`src/include/bit_shift_flag_map.svh`:
```
`ifndef BIT_SHIFT_FLAG_MAP_SVH
`define BIT_SHIFT_FLAG_MAP_SVH

// ************************************************************
// status word bit positions
// ************************************************************
`define FLAG_C 0
`define FLAG_Z 1
`define FLAG_N 2
`define FLAG_V 3
`define FLAG_S 4
`define FLAG_H 5
`define FLAG_T 6
`define FLAG_I 7

// ************************************************************
// reset values and timing counts
// ************************************************************
`define FLAGS_RESET 8'h00
`define DATA_RESET 8'h00
`define IO_ADDR_RESET 6'h00
`define BASE_CYCLES 1
`define SRAM_EXTRA_CYCLES 1

`endif

```
`src/include/bit_shift_flag_pkg.sv`:
```
package bit_shift_flag_pkg;

  // ************************************************************
  // operation codes presented by instruction decode
  // ************************************************************
  typedef enum logic [3:0] {
    op_none                  = 4'h0,
    op_rotate_left_carry     = 4'h1,
    op_rotate_right_carry    = 4'h2,
    op_arith_shift_right     = 4'h3,
    op_nibble_swap           = 4'h4,
    op_status_bit_set        = 4'h5,
    op_status_bit_clear      = 4'h6,
    op_io_bit_set            = 4'h7,
    op_io_bit_clear          = 4'h8,
    op_bit_to_transfer_flag  = 4'h9,
    op_transfer_flag_to_bit  = 4'hA
  } op_t;

  typedef enum logic [2:0] {
    st_idle = 3'h1,
    st_sram = 3'h2,
    st_ext  = 3'h4
  } state_t;

  // one-hot select of a bit within a byte
  function automatic logic [7:0] bit_mask(input logic [2:0] sel);
    bit_mask = 8'h01 << sel;
  endfunction

endpackage

```
`src/include/exec_if.sv`:
```
interface exec_if;
  import bit_shift_flag_pkg::*;
  op_t op;
  logic [7:0] operand;
  logic [7:0] io_data;
  logic [2:0] bit_sel;
  logic [2:0] flag_sel;
  logic [7:0] flags_in;
  logic [7:0] sh_result;
  logic [7:0] sh_flags;
  logic sh_hit;
  logic [7:0] bf_result;
  logic [7:0] bf_flags;
  logic [7:0] bf_io_data;
  logic bf_hit;

  modport core (output op, operand, io_data, bit_sel, flag_sel, flags_in,
                input sh_result, sh_flags, sh_hit,
                input bf_result, bf_flags, bf_io_data, bf_hit);
  modport shift_side (input op, operand, flags_in,
                      output sh_result, sh_flags, sh_hit);
  modport bit_side (input op, operand, io_data, bit_sel, flag_sel, flags_in,
                    output bf_result, bf_flags, bf_io_data, bf_hit);
endinterface

```
`src/hdl/bit_flag_unit.sv`:
```
`include "bit_shift_flag_map.svh"

module bit_flag_unit
  import bit_shift_flag_pkg::*;
(
  exec_if.bit_side bus
);

  // ************************************************************
  // single bit selection and status bit writes
  // ************************************************************
  wire [7:0] b_mask = bit_mask(bus.bit_sel);
  wire [7:0] f_mask = bit_mask(bus.flag_sel);
  wire t_flag = bus.flags_in[`FLAG_T];
  wire is_io_set = (bus.op == op_io_bit_set);
  wire is_io_clr = (bus.op == op_io_bit_clear);
  wire is_to_t = (bus.op == op_bit_to_transfer_flag);
  wire is_from_t = (bus.op == op_transfer_flag_to_bit);
  wire is_fset = (bus.op == op_status_bit_set);
  wire is_fclr = (bus.op == op_status_bit_clear);
  wire src_bit = |(bus.operand & b_mask);

  assign bus.bf_io_data = is_io_set ? (bus.io_data | b_mask) :
                          (bus.io_data & ~b_mask);
  assign bus.bf_result = t_flag ? (bus.operand | b_mask) :
                         (bus.operand & ~b_mask);
  assign bus.bf_hit = is_io_set | is_io_clr | is_to_t | is_from_t |
                      is_fset | is_fclr;

  // each write touches one flag only
  always_comb begin
    bus.bf_flags = bus.flags_in;
    if (is_to_t) begin
      bus.bf_flags[`FLAG_T] = src_bit;
    end
    if (is_fset) begin
      bus.bf_flags = bus.flags_in | f_mask;
    end
    if (is_fclr) begin
      bus.bf_flags = bus.flags_in & ~f_mask;
    end
  end

endmodule

```
`src/hdl/bit_shift_flag_exec_unit.sv`:
```
// Contract
// - rotate left through carry puts carry in bit 0, shifts up, bit 7 to carry, sets Z C N V H in one clock.
// - rotate right through carry puts carry in bit 7, shifts down, bit 0 to carry, sets Z C N V but not H in one clock.
// - setting an I/O bit forces the chosen bit of the addressed I/O register to one in one clock, flags kept.
// - clearing an I/O bit forces the chosen bit of the addressed I/O register to zero in one clock, flags kept.
// - bit store copies the chosen source bit into the transfer flag in one clock, no other flag changes.
// - bit load copies the transfer flag into the chosen destination bit in one clock, flags kept.
// - overflow set writes one to the overflow flag in one clock and nothing else.
// - overflow clear writes zero to the overflow flag in one clock and nothing else.
// - half-carry set writes one to the half-carry flag in one clock and nothing else.
// - half-carry clear writes zero to the half-carry flag in one clock and nothing else.
// - sign set writes one to the signed test flag in one clock and nothing else.
// - sign clear writes zero to the signed test flag in one clock and nothing else.
// - cycle counts with data memory hold for internal memory only; external accesses wait for the bus.
// - an access to internal SRAM adds one extra clock to the instruction.
`include "bit_shift_flag_map.svh"

module bit_shift_flag_exec_unit
  import bit_shift_flag_pkg::*;
#(
  parameter int IO_ADDR_W = 6
)
(
  input wire logic sys_clk_i,
  input wire logic rst_b_i,
  input wire logic op_valid_i,
  input wire op_t op_code_i,
  input wire logic [7:0] operand_i,
  input wire logic [2:0] bit_sel_i,
  input wire logic [2:0] flag_sel_i,
  input wire logic [IO_ADDR_W-1:0] io_addr_i,
  input wire logic [7:0] io_rdata_i,
  input wire logic mem_access_i,
  input wire logic ext_mem_i,
  input wire logic ext_ready_i,
  output logic op_ready_o,
  output logic [7:0] result_o,
  output logic result_we_o,
  output logic [IO_ADDR_W-1:0] io_addr_o,
  output logic [7:0] io_wdata_o,
  output logic io_we_o,
  output logic [7:0] status_flags_word_o,
  output logic done_o
);

  // ************************************************************
  // reset release
  // ************************************************************
  logic rst_meta_reg;
  logic rst_sync_reg;

  always_ff @(posedge sys_clk_i or negedge rst_b_i) begin
    if (!rst_b_i) begin
      rst_meta_reg <= 1'b0;
      rst_sync_reg <= 1'b0;
    end else begin
      rst_meta_reg <= 1'b1;
      rst_sync_reg <= rst_meta_reg;
    end
  end

  // release goes through two flops so no register leaves reset on a
  // different edge; assertion of reset stays asynchronous
  wire rst_n = rst_sync_reg;

  // ************************************************************
  // execution units
  // ************************************************************
  exec_if ex ();
  logic [7:0] flags_reg;

  assign ex.op = op_code_i;
  assign ex.operand = operand_i;
  assign ex.io_data = io_rdata_i;
  assign ex.bit_sel = bit_sel_i;
  assign ex.flag_sel = flag_sel_i;
  assign ex.flags_in = flags_reg;

  rotate_shift_unit u_shift (
    .bus(ex.shift_side)
  );

  bit_flag_unit u_bit (
    .bus(ex.bit_side)
  );

  // ************************************************************
  // sequencing
  // ************************************************************
  state_t state_reg;
  state_t state_next;

  wire take = op_valid_i & (state_reg == st_idle);
  wire is_io = (op_code_i == op_io_bit_set) |
               (op_code_i == op_io_bit_clear);
  wire writes_rd = ex.sh_hit | (op_code_i == op_transfer_flag_to_bit);
  wire uses_sram = mem_access_i & ~ext_mem_i;
  wire uses_ext = mem_access_i & ext_mem_i;
  // an op with no memory access retires in its first clock
  wire done_next = (take & ~mem_access_i) |
                   (state_reg == st_sram) |
                   ((state_reg == st_ext) & ext_ready_i);

  always_comb begin
    state_next = state_reg;
    unique case (state_reg)
      st_idle: begin
        if (take & uses_sram) begin
          state_next = st_sram;
        end else if (take & uses_ext) begin
          state_next = st_ext;
        end
      end
      st_sram: begin
        state_next = st_idle;
      end
      st_ext: begin
        // external bus sets the pace, no fixed count applies
        if (ext_ready_i) begin
          state_next = st_idle;
        end
      end
      default: begin
        state_next = st_idle;
      end
    endcase
  end

  assign op_ready_o = (state_reg == st_idle);

  // ************************************************************
  // committed state
  // ************************************************************
  wire [7:0] flags_next = ex.sh_hit ? ex.sh_flags :
                          ex.bf_hit ? ex.bf_flags : flags_reg;
  wire [7:0] result_next = ex.sh_hit ? ex.sh_result : ex.bf_result;

  always_ff @(posedge sys_clk_i or negedge rst_n) begin
    if (!rst_n) begin
      state_reg <= st_idle;
      done_o <= 1'b0;
    end else begin
      state_reg <= state_next;
      done_o <= done_next;
    end
  end

  // flags, data and I/O write commit on the taking edge
  // memory access only delays done and ready, never the data
  always_ff @(posedge sys_clk_i or negedge rst_n) begin
    if (!rst_n) begin
      flags_reg <= `FLAGS_RESET;
      result_o <= `DATA_RESET;
      result_we_o <= 1'b0;
      io_addr_o <= IO_ADDR_W'(`IO_ADDR_RESET);
      io_wdata_o <= `DATA_RESET;
      io_we_o <= 1'b0;
    end else begin
      result_we_o <= take & writes_rd;
      io_we_o <= take & is_io;
      if (take) begin
        flags_reg <= flags_next;
        result_o <= result_next;
        io_addr_o <= io_addr_i;
        io_wdata_o <= ex.bf_io_data;
      end
    end
  end

  assign status_flags_word_o = flags_reg;

  // ************************************************************
  // datapath checks
  // ************************************************************
  wire t_rot_l = take & (op_code_i == op_rotate_left_carry);
  wire t_rot_r = take & (op_code_i == op_rotate_right_carry);
  wire t_ashr = take & (op_code_i == op_arith_shift_right);
  wire t_shift = t_rot_l | t_rot_r | t_ashr;
  wire t_swap = take & (op_code_i == op_nibble_swap);
  wire t_io = take & is_io;
  wire t_to_t = take & (op_code_i == op_bit_to_transfer_flag);
  wire t_from_t = take & (op_code_i == op_transfer_flag_to_bit);
  wire t_fset = take & (op_code_i == op_status_bit_set);
  wire t_fclr = take & (op_code_i == op_status_bit_clear);
endmodule

```
`src/hdl/rotate_shift_unit.sv`:
```
`include "bit_shift_flag_map.svh"

module rotate_shift_unit
  import bit_shift_flag_pkg::*;
(
  exec_if.shift_side bus
);

  // ************************************************************
  // shifter datapath
  // ************************************************************
  wire [7:0] d = bus.operand;
  wire c_in = bus.flags_in[`FLAG_C];
  wire is_rot_l = (bus.op == op_rotate_left_carry);
  wire is_rot_r = (bus.op == op_rotate_right_carry);
  wire is_ashr = (bus.op == op_arith_shift_right);
  wire is_swap = (bus.op == op_nibble_swap);
  wire [7:0] rot_l_res = {d[6:0], c_in};
  wire [7:0] rot_r_res = {c_in, d[7:1]};
  wire [7:0] ashr_res = {d[7], d[7:1]};
  wire [7:0] swap_res = {d[3:0], d[7:4]};
  wire [7:0] res = is_rot_l ? rot_l_res :
                   is_rot_r ? rot_r_res :
                   is_ashr ? ashr_res : swap_res;
  wire c_out = is_rot_l ? d[7] : d[0];
  wire n_out = res[7];

  assign bus.sh_result = res;
  assign bus.sh_hit = is_rot_l | is_rot_r | is_ashr | is_swap;

  // swap keeps every flag, so the merge only runs for the shifts
  always_comb begin
    bus.sh_flags = bus.flags_in;
    if (is_rot_l | is_rot_r | is_ashr) begin
      bus.sh_flags[`FLAG_C] = c_out;
      bus.sh_flags[`FLAG_Z] = (res == 8'h00);
      bus.sh_flags[`FLAG_N] = n_out;
      bus.sh_flags[`FLAG_V] = n_out ^ c_out;
    end
    if (is_rot_l) begin
      bus.sh_flags[`FLAG_H] = d[3];
    end
  end

endmodule

```
`config.mk`:
```
export PLATFORM = sky130hd
export DESIGN_NAME = bit_shift_flag_exec_unit
export DESIGN_NICKNAME = d
export VERILOG_FILES = /design/src/include/bit_shift_flag_pkg.sv /design/src/include/exec_if.sv /design/src/hdl/bit_flag_unit.sv /design/src/hdl/bit_shift_flag_exec_unit.sv /design/src/hdl/rotate_shift_unit.sv
export VERILOG_INCLUDE_DIRS = /design/src /design/src/include
export SDC_FILE = /design/constraint.sdc
export NUM_CORES = 1
export LEC_CHECK = 0
export ABC_AREA = 1
export BUFFER_PORTS_ARGS = -buffer_cell sky130_fd_sc_hd__buf_2
export CORE_UTILIZATION = 48
export CTS_CLUSTER_SIZE = 40
export DETAILED_ROUTE_END_ITERATION = 7
export HOLD_SLACK_MARGIN = 0.1
export PLACE_DENSITY = 0.87
export SLEW_MARGIN = 20
export SYNTH_ARGS = -nofsm -noshare
export SYNTH_HDL_FRONTEND = slang
export SYNTH_HIERARCHICAL = 1
export SYNTH_SLANG_ARGS = --single-unit
```
`constraint.sdc`:
```
create_clock -name sys_clk_i -period 1.35 [get_ports sys_clk_i]
set_clock_uncertainty 0.2 [all_clocks]
set_input_delay 0.135 -clock sys_clk_i [delete_from_list [all_inputs] [get_ports sys_clk_i]]
set_output_delay 0.135 -clock sys_clk_i [all_outputs]
set_load 0.05 [all_outputs]
```
# After elaboration in Yosys (flattened, before gate mapping)
# Cells that the tools add are included.
[word_totals]
reg_bits = 38
inputBits = 38
elab_cells = 94
[classes]
n_eq_ne = 17
n_shift = 2
n_mux = 18
n_bitwise = 33
reduce_logical = 11
[op_table]
columns = ["op", "n"]
rows = [
  ["$mux 8", 8],
  ["$and 8x8->8", 4],
  ["$or 8x8->8", 3],
  ["$eq 4x3->1 const B", 4],
  ["$not 8->8", 2],
  ["$reduce_and 4->1", 4],
  ["$shl 1x3->8 const A", 2],
  ["$eq 4x4->1 const B", 3],
  ["$mux 6", 2],
  ["$or 1x1->1", 11],
  ["$and 1x1->1", 9],
  ["$mux 3", 3],
  ["$eq 4x2->1 const B", 2],
  ["$logic_not 8->1", 1],
  ["$reduce_or 8->1", 1],
  ["$pmux 3 s2", 1],
  ["$reduce_bool 3->1", 2],
  ["$eq 4x1->1 const B", 1],
  ["$mux 4", 1],
  ["$ne 2x1->1 const B", 2],
  ["$reduce_bool 2->1", 2],
  ["$eq 3x1->1 const B", 1],
  ["$eq 3x2->1 const B", 1],
  ["$eq 3x3->1 const B", 1],
  ["other kinds (6)", 10],
]

# Logic depth before layout (Yosys ltp)
# Gate-level depths: netlist of run 1.
[logic_depth]
ltp_word = 8
mapped_depth = 15
depth_no_buf = 14

# Modules after synthesis
# The synthesis of run 1 kept the hierarchy.
[modules_own_cells]
columns = ["module", "area_per_inst_um2", "cells_each", "n_inst", "seq_area_each_um2"]
rows = [
  ["bit_shift_flag_exec_unit", 1778.0, 224, 1, 952.2],
  ["bit_flag_unit", 543.0, 110, 1, 0.0],
  ["rotate_shift_unit", 417.9, 82, 1, 0.0],
]

# Worst setup path before layout of run 1
# No wires, ideal clock.
[synth_timing]
path_kind = "register to register"
startpoint = "register flags_reg[0], in the netlist status_flags_word_o[0]"
endpoint = "register flags_reg[1], in the netlist status_flags_word_o[1]"
synth_period_minus_slack_ns = 1.716
slack_ns = -0.366
stages_incl_launch_ff = 12
required_ns = 1.030
path_buffers = 0
arrival_time_ns = 1.396
path_cell_list = "dfrtp_1 -> inv_1 -> nand4_1 -> nand3_2 -> nand3_1 -> inv_1 -> nand2_1 -> nand2_1 -> nand2_1 -> nand2_1 -> nand3_1 -> nand2_1"
[synth_via]
elab_chain_cells = 5
[synth_rtl]
columns = ["item", "line_no", "rtl"]
rows = [
  ["start, declared", "bit_shift_flag_exec_unit.sv:70", "logic [7:0] flags_reg;"],
  ["start signal, assigned", "bit_shift_flag_exec_unit.sv:152", "flags_reg <= `FLAGS_RESET;"],
  ["start signal, assigned", "bit_shift_flag_exec_unit.sv:162", "flags_reg <= flags_next;"],
  ["$mux 8", "rotate_shift_unit.sv:23", "is_rot_r ? rot_r_res :"],
  ["$mux 8 *", "rotate_shift_unit.sv:22", "wire [7:0] res = is_rot_l ? rot_l_res :"],
  ["$logic_not 8->1 *", "rotate_shift_unit.sv:36", "bus.sh_flags[`FLAG_Z] = (res == 8'h00);"],
  ["$mux 4 *", "rotate_shift_unit.sv:34", "if (is_rot_l | is_rot_r | is_ashr) begin"],
  ["net ex.sh_flags[1]", "exec_if.sv:10", "logic [7:0] sh_flags;"],
  ["$mux 6 *", "bit_shift_flag_exec_unit.sv:134", "wire [7:0] flags_next = ex.sh_hit ? ex.sh_flags :"],
]
# The timed path passes the listed nets; every way through them passes the cells marked *. The select of a mux whose other input is x is not followed.
# A chain may end at the register's enable or synchronous reset.

# Worst setup path in the final report of run 1
[layout_timing]
startpoint = "register state_reg[0]"
endpoint = "register flags_reg[0], in the netlist status_flags_word_o[0]"
[layout_via]
elab_chain_cells = 3
[layout_rtl]
columns = ["item", "line_no", "rtl"]
rows = [
  ["start, declared", "bit_shift_flag_exec_unit.sv:90", "state_t state_reg;"],
  ["start signal, assigned", "bit_shift_flag_exec_unit.sv:140", "state_reg <= st_idle;"],
  ["start signal, assigned", "bit_shift_flag_exec_unit.sv:143", "state_reg <= state_next;"],
  ["$eq 3x1->1", "bit_shift_flag_exec_unit.sv:93", "wire take = op_valid_i & (state_reg == st_idle);"],
  ["$and 1x1->1", "bit_shift_flag_exec_unit.sv:93", ""],
  ["$reduce_and 4->1 (no line)", "--", ""],
]
# No other way between the ends.

==> impl_metrics.tcl, run 1 <==
set metrics [dict create \
    rr_worst_depth 6 \
    p_sw_frac 0.504 \
    die_w_um 77.5 \
    hold_depth 5 \
    maxCapViolCount 0 \
    final_core_util 0.748 \
    root_buffer "clkbuf_8" \
    min_period_ps 1580 \
    grt.total_usage 0.311 \
    timing.fmax_ghz 0.633 \
    antenna_found_initial 0 \
    fin_cells 633 \
    synth_seq_cells 38 \
    htree_num_levels 2 \
    vias 3478 \
    wl_met1_um 3450 \
    internal_power_w 0.00385 \
    cp_max_fo 8 \
    syn-num-nets 454 \
    status "finished, violations left" \
    io_buffers 71 \
    seqPwrFrac 0.259 \
    post_drt_via_cell_ratio 5.49 \
    finalCritPeriodShare 1.17 \
    avgSynthCellArea_um2 6.58 \
    drv_slew 0 \
    die_area_mm2 0.00601 \
    required_ps 1340 \
    post-route-worst-setup-slack_ps -229 \
    grt_pass1_vias 3267 \
    hold_violations 0 \
    netSwitchingPower_w 0.00391 \
    globalplace.congestion 0.934 \
    vdd_drop_max_mv 1.47 \
    ys_warn_count 6 \
    initial_core_util 0.497 \
    clk_latency_ps 300 \
    grt_setup_unrepaired "true" \
    p_leak_nw 2.27 \
    cp-start-kind "flop" \
    min_path_type "in -> reg" \
    syn-instance-count 416 \
    fin_hold_ws_ps 128 \
    seq_area_frac_synth 0.348 \
    std_cell_rows 27 \
    violations "negative setup slack" \
    drive_above_1_share 0.365 \
    ios 72 \
    pwr-share-comb 0.586 \
    clk_path_buf_depth 2 \
    p_per_area_mw_per_mm2 1880 \
    area_growth_pct 50.4 \
    critPathKind "reg -> reg" \
    core_mm2 0.00551 \
    routed_wl_um 9120 \
    end_kind "flop" \
    drtPass1Iterations 5 \
    dp.cells 594 \
    grt_max_degree 37 \
    die_height_um 77.5 \
    grt_pass1_wl_um 14800 \
    synth_cell_types 27 \
    overflow 0 \
    routed-wl-met2_um 4650 \
    synth_area_mm2 0.00274 \
    hpwl_um 5900 \
    fin_area_mm2 0.00412 \
    worstPathArrival_ps 1570 \
    met3_wirelength_um 701 \
    pwr-share-clk 0.155 \
    ant_nets 0 \
    highest_layer "met4" \
    numCtsBuffers 5 \
    placedInstanceArea_mm2 0.00347 \
    nNetsFinal 598 \
    clkSinkCount 38 \
    cts_tree "built" \
    drtIter0Drc 362 \
    route.detailed.drc 0 \
    wl_per_cell_um 14.4 \
    clkTransAtPathRegs_ps 80 \
    n_antenna_cell 0 \
    setup_viol 37 \
]
-- through the flow --
stage / setup WS (ps) / setup TNS, ps / total power, W
2_1_floorplan: -277 / -7880 / 0.00473
3_3_place_gp: -306 / -6380 / 0.00559
3_5_place_dp: -343 / -7880 / 0.00570
4_1_cts: -205 / -5470 / 0.00748
5_1_grt: -281 / -7940 / 0.00812
6_report: -229 / -6200 / 0.00776
-- final cells by class --
class / instances / area [um2]
multi-input cells: 330 / 1640
fillers: 381 / 1390
repair buffers: 153 / 1170
flip-flops and latches: 38 / 955
inverters: 32 / 120
well taps: 72 / 90.1
clock buffers: 6 / 82.6
clock inverters: 2 / 60.1
-- power by group through the flow --
stage / Clock [W] / Combinational [W] / Sequential (W)
floorplan: 0 / 0.00125 / 0.00347
global placement: 0 / 0.00368 / 0.00191
detailed placement: 0 / 0.00377 / 0.00194
CTS: 0.00120 / 0.00432 / 0.00196
global route: 0.00124 / 0.00484 / 0.00205
finish: 0.00120 / 0.00454 / 0.00201
-- cell usage in the layout (no fill, tap or decap), types with 2 or more instances in the layout --
master	instances
nand2_1	165
buf_2	63
buf_4	52
nand3_1	41
dfrtp_1	35
nand2_2	27
inv_1	22
dlygate4sd3_1	21
nor2_1	18
o21ai_0	18
a21oi_1	16
inv_2	10
nand4_1	10
buf_12	7
nor3_1	7
clkbuf_8	6
nand3_2	6
buf_6	5
nor2_4	4
nand2_8	3
buf_8	3
a21oi_2	3
nand3_4	2
o21ai_2	2
bufinv_16	2
clkbuf_4	2
dfrtp_2	2
nor2_2	2
-- worst max-delay path: stages, from the launching register on --
cell	delay, ps
dfstp_2	550
nand2_2	60
nor2_4	150
buf_12	170
nand3_4	150
nand2_1	120
nand2_1	60
-- repair_timing --
action / 4_1_cts / 5_1_grt
pin swaps: 9 / 4
hold buffers: 21 / 0
setup endpoints to repair: 41 / 40
hold endpoints to repair: 56 / 0
buffers inserted: 3 / 4
resized for setup: 45 / 16
gates cloned: 3 / 1
-- kinds of logic (layout without fill, tap and decap cells) --
kind of cell,after synthesis,after routing,synth area share
DFF,38,38,0.348
buffers and inverters,51,193,0.112
other,1,1,0.00137
and+or+nand+nor,286,289,0.461
AOI/OAI and AO/OA,40,40,0.0781
-- worst paths after layout --
path	from	to	slack, ps
min in group asynchronous	rst_b_i	rst_meta_reg	480
max in group asynchronous	rst_n	state_reg[0]	140
worst min-delay path	op_code_i[1]	io_we_o	130
worst max register to register	state_reg[0]	status_flags_word_o[0]	-230
worst min register to register	rst_meta_reg	rst_n	160
worst max-delay path	state_reg[0]	status_flags_word_o[0]	-230
-- synthesized netlist by cell type --
cell type | number | share of area
or2_1 | 1 | 0.0023
nor2_2 | 2 | 0.0046
a21oi_1 | 16 | 0.029
buf_6 | 11 | 0.045
nand2_4 | 1 | 0.0041
inv_2 | 7 | 0.0096
nor2_1 | 19 | 0.026
nand3_4 | 1 | 0.0064
conb_1 | 1 | 0.0014
nand3_1 | 45 | 0.082
nand2_2 | 4 | 0.0091
nand2_1 | 188 | 0.26
nand3_2 | 3 | 0.011
dfrtp_1 | 37 | 0.34
buf_8 | 1 | 0.0055
nor3_4 | 1 | 0.0059
o21ai_0 | 20 | 0.037
buf_2 | 2 | 0.0037
buf_4 | 5 | 0.014
nand4_1 | 10 | 0.023
nor2_4 | 3 | 0.012
inv_1 | 25 | 0.034
nor3_2 | 1 | 0.0037
nor3_1 | 7 | 0.013
a21oi_2 | 3 | 0.0096
dfstp_2 | 1 | 0.0096
o31ai_1 | 1 | 0.0027
-- layer usage --
layer  track usage  vias to the layer above
met5             0                        -
met3        0.0459                       34
met2         0.549                      226
met1         0.370                     1596
li1              -                     1622
met4         0.145                        0
Note: power is estimated with default switching activity, not from simulation.
==> inputs of run 2 (changes only) <==
==> constraint.sdc (replaced) <==
create_clock -name sys_clk_i -period 1.35 [get_ports sys_clk_i]
set_clock_uncertainty 0.2 [all_clocks]
set_input_delay 0.0675 -clock sys_clk_i [delete_from_list [all_inputs] [get_ports sys_clk_i]]
set_output_delay 0.0675 -clock sys_clk_i [all_outputs]
set_load 0.05 [all_outputs]
==> impl_metrics.tcl, run 2 (synthesis gave the netlist of run 1 again) <==
set metrics [dict create \
    status "finished, violations left" \
    violations "negative setup slack" \
    route.detailed.drc 0 \
    die_area_mm2 0.00601 \
    finalCritPeriodShare 1.15 \
    total_power_w 0.00724 \
    clk_path_buf_depth 2 \
    regToRegSetupSlack_ps -200 \
    fin_tns_setup_ps -6200 \
    cp-start-kind "flop" \
    setup_viol 36 \
    fin_hold_ws_ps 63.5 \
    maxCapViolCount 0 \
    p_per_area_mw_per_mm2 1780 \
    io_buffers 71 \
    grt_setup_unrepaired "true" \
    root_buffer "clkbuf_8" \
    fillCellCount 387 \
    drtPass1Iterations 5 \
    dp.cells 591 \
    routed_wl_um 8910 \
    overflow 0 \
    numCtsBuffers 5 \
    hold_end "state_reg[1]" \
    vdd_drop_max_mv 1.14 \
    clkSinkCount 38 \
    multiInputGateArea_mm2 0.00163 \
    drtIter0Drc 256 \
    critPathKind "reg -> reg" \
    min_period_ps 1550 \
    r2r-start "state_reg[0]" \
    hold_violations 0 \
    p_leak_nw 2.26 \
    post-route-worst-setup-slack_ps -200 \
    clkTransAtPathRegs_ps 70 \
    wl_per_cell_um 14.0 \
    place_ws_ps -289 \
    hpwl_um 5720 \
    mostFrequentLayoutCells "nand2_1, buf_2, buf_4" \
    grt.total_usage 0.299 \
    end_kind "flop" \
    nNetsFinal 601 \
    min_path_type "in -> reg" \
    ant_nets 0 \
    drive_above_1_share 0.335 \
    cts_hold_buf 27 \
    grt_pass1_wl_um 14400 \
    r2r_end "io_wdata_o[3]" \
    grt_pass1_vias 3223 \
    worstHoldStart "op_valid_i" \
    ios 72 \
    initial_core_util 0.497 \
    cp_max_fo 8 \
    post_drt_via_cell_ratio 5.45 \
    required_ps 1380 \
    seqCellArea_um2 955 \
    timing.fmax_ghz 0.645 \
    htree_num_levels 2 \
    globalplace.congestion 0.980 \
    std_cell_rows 27 \
    rr_worst_depth 6 \
    n_antenna_cell 0 \
    final_common_cell "nand2_1" \
    cts_tree "built" \
    core_mm2 0.00551 \
    grt_max_degree 37 \
    area_growth_pct 48.4 \
    clk_latency_ps 290 \
    vias 3465 \
    hold_depth 3 \
    die_w_um 77.5 \
    die_height_um 77.5 \
    fin_cells 636 \
    drv_slew 0 \
    worstPathArrival_ps 1580 \
    antenna_found_initial 0 \
]
[run 2: worst max-delay path, stage by stage (launching register included)]
cell	delay, ps
dfstp_2	540
buf_4	120
nand3_4	90
nor2_4	220
clkbuf_16	200
nand2_1	50
nand2_1	60
[run 2: metal layers]
layer	share of wire	routed length (um)	vias up	GRT usage
li1	-	-	1627	-
met1	0.39	3490	1621	0.359
met2	0.51	4580	190	0.525
met3	0.067	598	27	0.0494
met4	0.028	246	0	0.130
met5	0	0	-	0
[run 2: stage by stage]
step                      instance area [um2]  utilization
after global routing                     4060        0.738
after floorplan                          2740            -
after global placement                   3430        0.623
final                                    4060        0.738
after CTS                                3950        0.718
after detailed placement                 3430        0.623
[run 2: final cells by class]
| type | count | share of cell area |
|---|---|---|
| Clock buffer | 6 | 0.0179 |
| Clock inverter | 2 | 0.00246 |
| Inverter | 32 | 0.0296 |
| Multi-Input combinational cell | 330 | 0.400 |
| Sequential cell | 38 | 0.235 |
| Tap cell | 72 | 0.0222 |
| Timing Repair Buffer | 156 | 0.293 |
[run 2: repair_timing]
| item | 4_1_cts | 5_1_grt |
|---|---|---|
| pin swaps | 5 | 14 |
| hold endpoints to repair | 64 | 3 |
| gates resized for setup | 26 | 20 |
| setup endpoints to repair | 35 | 38 |
| gates cloned | 2 | 3 |
| setup buffers | 5 | 0 |
[run 2: worst max-delay path by stage]
stage | start | to | slack (ps) | cells past startpoint
finish | state_reg[0] | io_wdata_o[3] | -200 | 6
global route | state_reg[0] | io_wdata_o[6] | -270 | 6
CTS | state_reg[0] | op_ready_o | -180 | 4
detailed placement | op_code_i[3] | status_flags_word_o[3] | -290 | 14
global placement | op_code_i[3] | status_flags_word_o[1] | -250 | 14
floorplan | state_reg[0] | io_addr_o[4] | -280 | 6
[run 2: power breakdown]
group          switching, W  total [W]  internal [W]
sequential         0.000334    0.00195       0.00161
combinational       0.00309    0.00453       0.00144
clock              0.000407   0.000765      0.000358
==> inputs of run 3 (changes only) <==
ABC_AREA = unset   (was 1)
PLACE_DENSITY = 0.86   (was 0.87)
==> impl_metrics.tcl, run 3 <==
set metrics [dict create \
    root_buffer "clkbuf_8" \
    fin_hold_ws_ps 160 \
    core_mm2 0.00554 \
    async_flop_share 1.00 \
    rr_worst_depth 8 \
    timing.fmax_ghz 0.550 \
    synth_most_common_cell "nand2_1" \
    final_common_cell "buf_4" \
    avgSynthCellArea_um2 8.20 \
    min_path_type "in -> reg" \
    die_area_mm2 0.00606 \
    syn-num-nets 375 \
    cp-start-kind "flop" \
    r2r-start "status_flags_word_o[0]" \
    wl_per_cell_um 21.5 \
    io_buffers 71 \
    crit_path_max_incr_delay_ps 430 \
    clk_latency_ps 300 \
    seq_area_frac_synth 0.345 \
    cp_max_fo 3 \
    hold_violations 0 \
    cts_tree "built" \
    clkSinkCount 38 \
    ant_nets 0 \
    htree_num_levels 2 \
    crit_path_cell_trace "buf_4 > buf_6 > a31oi_1 > o21ai_1 > buf_4 > buf_4 > mux2i_2 > o21ai_1" \
    die_w_um 77.9 \
    synth_cell_types 54 \
    clk_path_buf_depth 2 \
    grt_pass1_wl_um 17700 \
    initial_core_util 0.499 \
    critical_path.most_common_cell "buf_4" \
    drv_slew 0 \
    grt_max_degree 37 \
    synth_area_mm2 0.00276 \
    finalCritPeriodShare 1.35 \
    drtPass1Iterations 5 \
    synth_seq_cells 38 \
    synth_top_cell_by_area "dfrtp_1" \
    post_drt_via_cell_ratio 6.40 \
    min_period_ps 1820 \
    drive_above_1_share 0.548 \
    post-route-worst-setup-slack_ps -468 \
    grt_pass1_vias 3592 \
    mostFrequentLayoutCells "buf_4, buf_2, dfrtp_1" \
    status "finished, violations left" \
    synth_edf_count 0 \
    critPathKind "reg -> reg" \
    r2r_end "result_o[0]" \
    worstHoldStart "op_valid_i" \
    grt.total_usage 0.382 \
    std_cell_rows 27 \
    regToRegSetupSlack_ps -470 \
    ios 72 \
    required_ps 1330 \
    hold_end "result_we_o" \
    end_kind "flop" \
    critPathBufInv 4 \
    synth_flop_cell "dfrtp_1" \
    synth_common_cells "nand2_1, dfrtp_1, o21ai_1" \
    ys_warn_count 6 \
    p_per_area_mw_per_mm2 1260 \
    maxCapViolCount 0 \
    die_height_um 77.9 \
    antenna_found_initial 0 \
    yosysTopAreaCellShare 0.335 \
    clkTransAtPathRegs_ps 80 \
    crit_family "buffers and inverters" \
    grt_setup_unrepaired "true" \
    final_core_util 0.873 \
    numCtsBuffers 5 \
    slew_headroom 0.654 \
    crit_slowest_cell "dfrtp_2" \
    violations "negative setup slack" \
    drtIter0Drc 344 \
    globalplace.congestion 0.941 \
    synthTopCellsByArea "dfrtp_1, nand2_1, mux2_1" \
    p_leak_nw 2.35 \
    syn-instance-count 337 \
    n_antenna_cell 0 \
    routed_wl_um 12500 \
    tightest_slew_ps 512 \
    route.detailed.drc 0 \
    worstPathArrival_ps 1800 \
    setup_viol 37 \
    vias 3734 \
    nNetsFinal 548 \
    hold_depth 5 \
    area_growth_pct 75.0 \
    hpwl_um 6370 \
    vdd_drop_max_mv 0.922 \
    overflow 0 \
]
run 3: cell types whose count changed after synthesis, moves of 10 or more:
cell,delta
o21ai_1,+17
inv_1,-15
nand3_1,-29
nand2_1,-121
buf_2,+11
mux2i_1,+10
run 3: cell type report:
| type | count | area (um2) |
|---|---|---|
| Clock buffer | 5 | 68.8 |
| Clock inverter | 3 | 68.8 |
| Fill cell | 266 | 704 |
| Inverter | 11 | 41.3 |
| Multi-Input combinational cell | 262 | 2050 |
| Sequential cell | 38 | 958 |
| Tap cell | 72 | 90.1 |
| Timing Repair Buffer | 192 | 1560 |
run 3: tightest hold or removal path, cell delays in order:
cell and delay (ps):
buf_2 130, nand4bb_4 120, buf_12 150, buf_16 130
nor2_4 30
run 3: power by group:
part	total [W]	switching, W	internal [W]
sequential	0.00168	0.000311	0.00137
combinational	0.00320	0.00195	0.00125
clock	0.00119	0.000452	0.000741
run 3: per-layer routing:
metal,global-route usage,part of all wire,vias up
met3,0.0635,0.089,98
met4,0.213,0.076,0
met2,0.676,0.49,324
li1,-,-,1566
met1,0.433,0.35,1746
met5,0,0,-
run 3: timing repair:
| item | in CTS | in global routing |
|---|---|---|
| resized for setup | 65 | 61 |
| setup endpoints to repair | 37 | 40 |
| pin swaps | 48 | 16 |
| gates cloned | 6 | 0 |
| hold buffers | 21 | 0 |
| endpoints found under the hold margin | 55 | 0 |
| buffers inserted | 12 | 5 |
run 3: logic make-up (layout without fill, tap and decap cells):
logic type,count (synthesis),count (layout),synth area share
other cells,1,1,0.00136
flops,38,38,0.345
mux,29,29,0.115
buf+inv,37,211,0.0684
xor+xnor,1,1,0.00317
simple gates,147,147,0.270
compound gates,84,84,0.197
run 3: per-stage QoR:
step           setup slack [ps]  total power, W  cell area [um2]  instances  TNS [ps]
2_1_floorplan              -444         0.00325             2880        337     -2880
3_3_place_gp               -417         0.00393             3800        538     -8400
3_5_place_dp               -439         0.00398             3800        538     -9130
4_1_cts                    -373         0.00562             4640        583     -7130
5_1_grt                    -534         0.00626             4840        583     -9710
6_report                   -468         0.00608             4840        583     -8610
run 3: worst max path at each step:
stage,startpoint,depth (start not counted),end
finish,status_flags_word_o[0],8,result_o[0]
global placement,op_code_i[0],8,status_flags_word_o[1]
detailed placement,op_code_i[0],8,status_flags_word_o[1]
CTS,status_flags_word_o[0],7,status_flags_word_o[3]
global route,status_flags_word_o[0],8,status_flags_word_o[1]
floorplan,status_flags_word_o[0],7,status_flags_word_o[3]
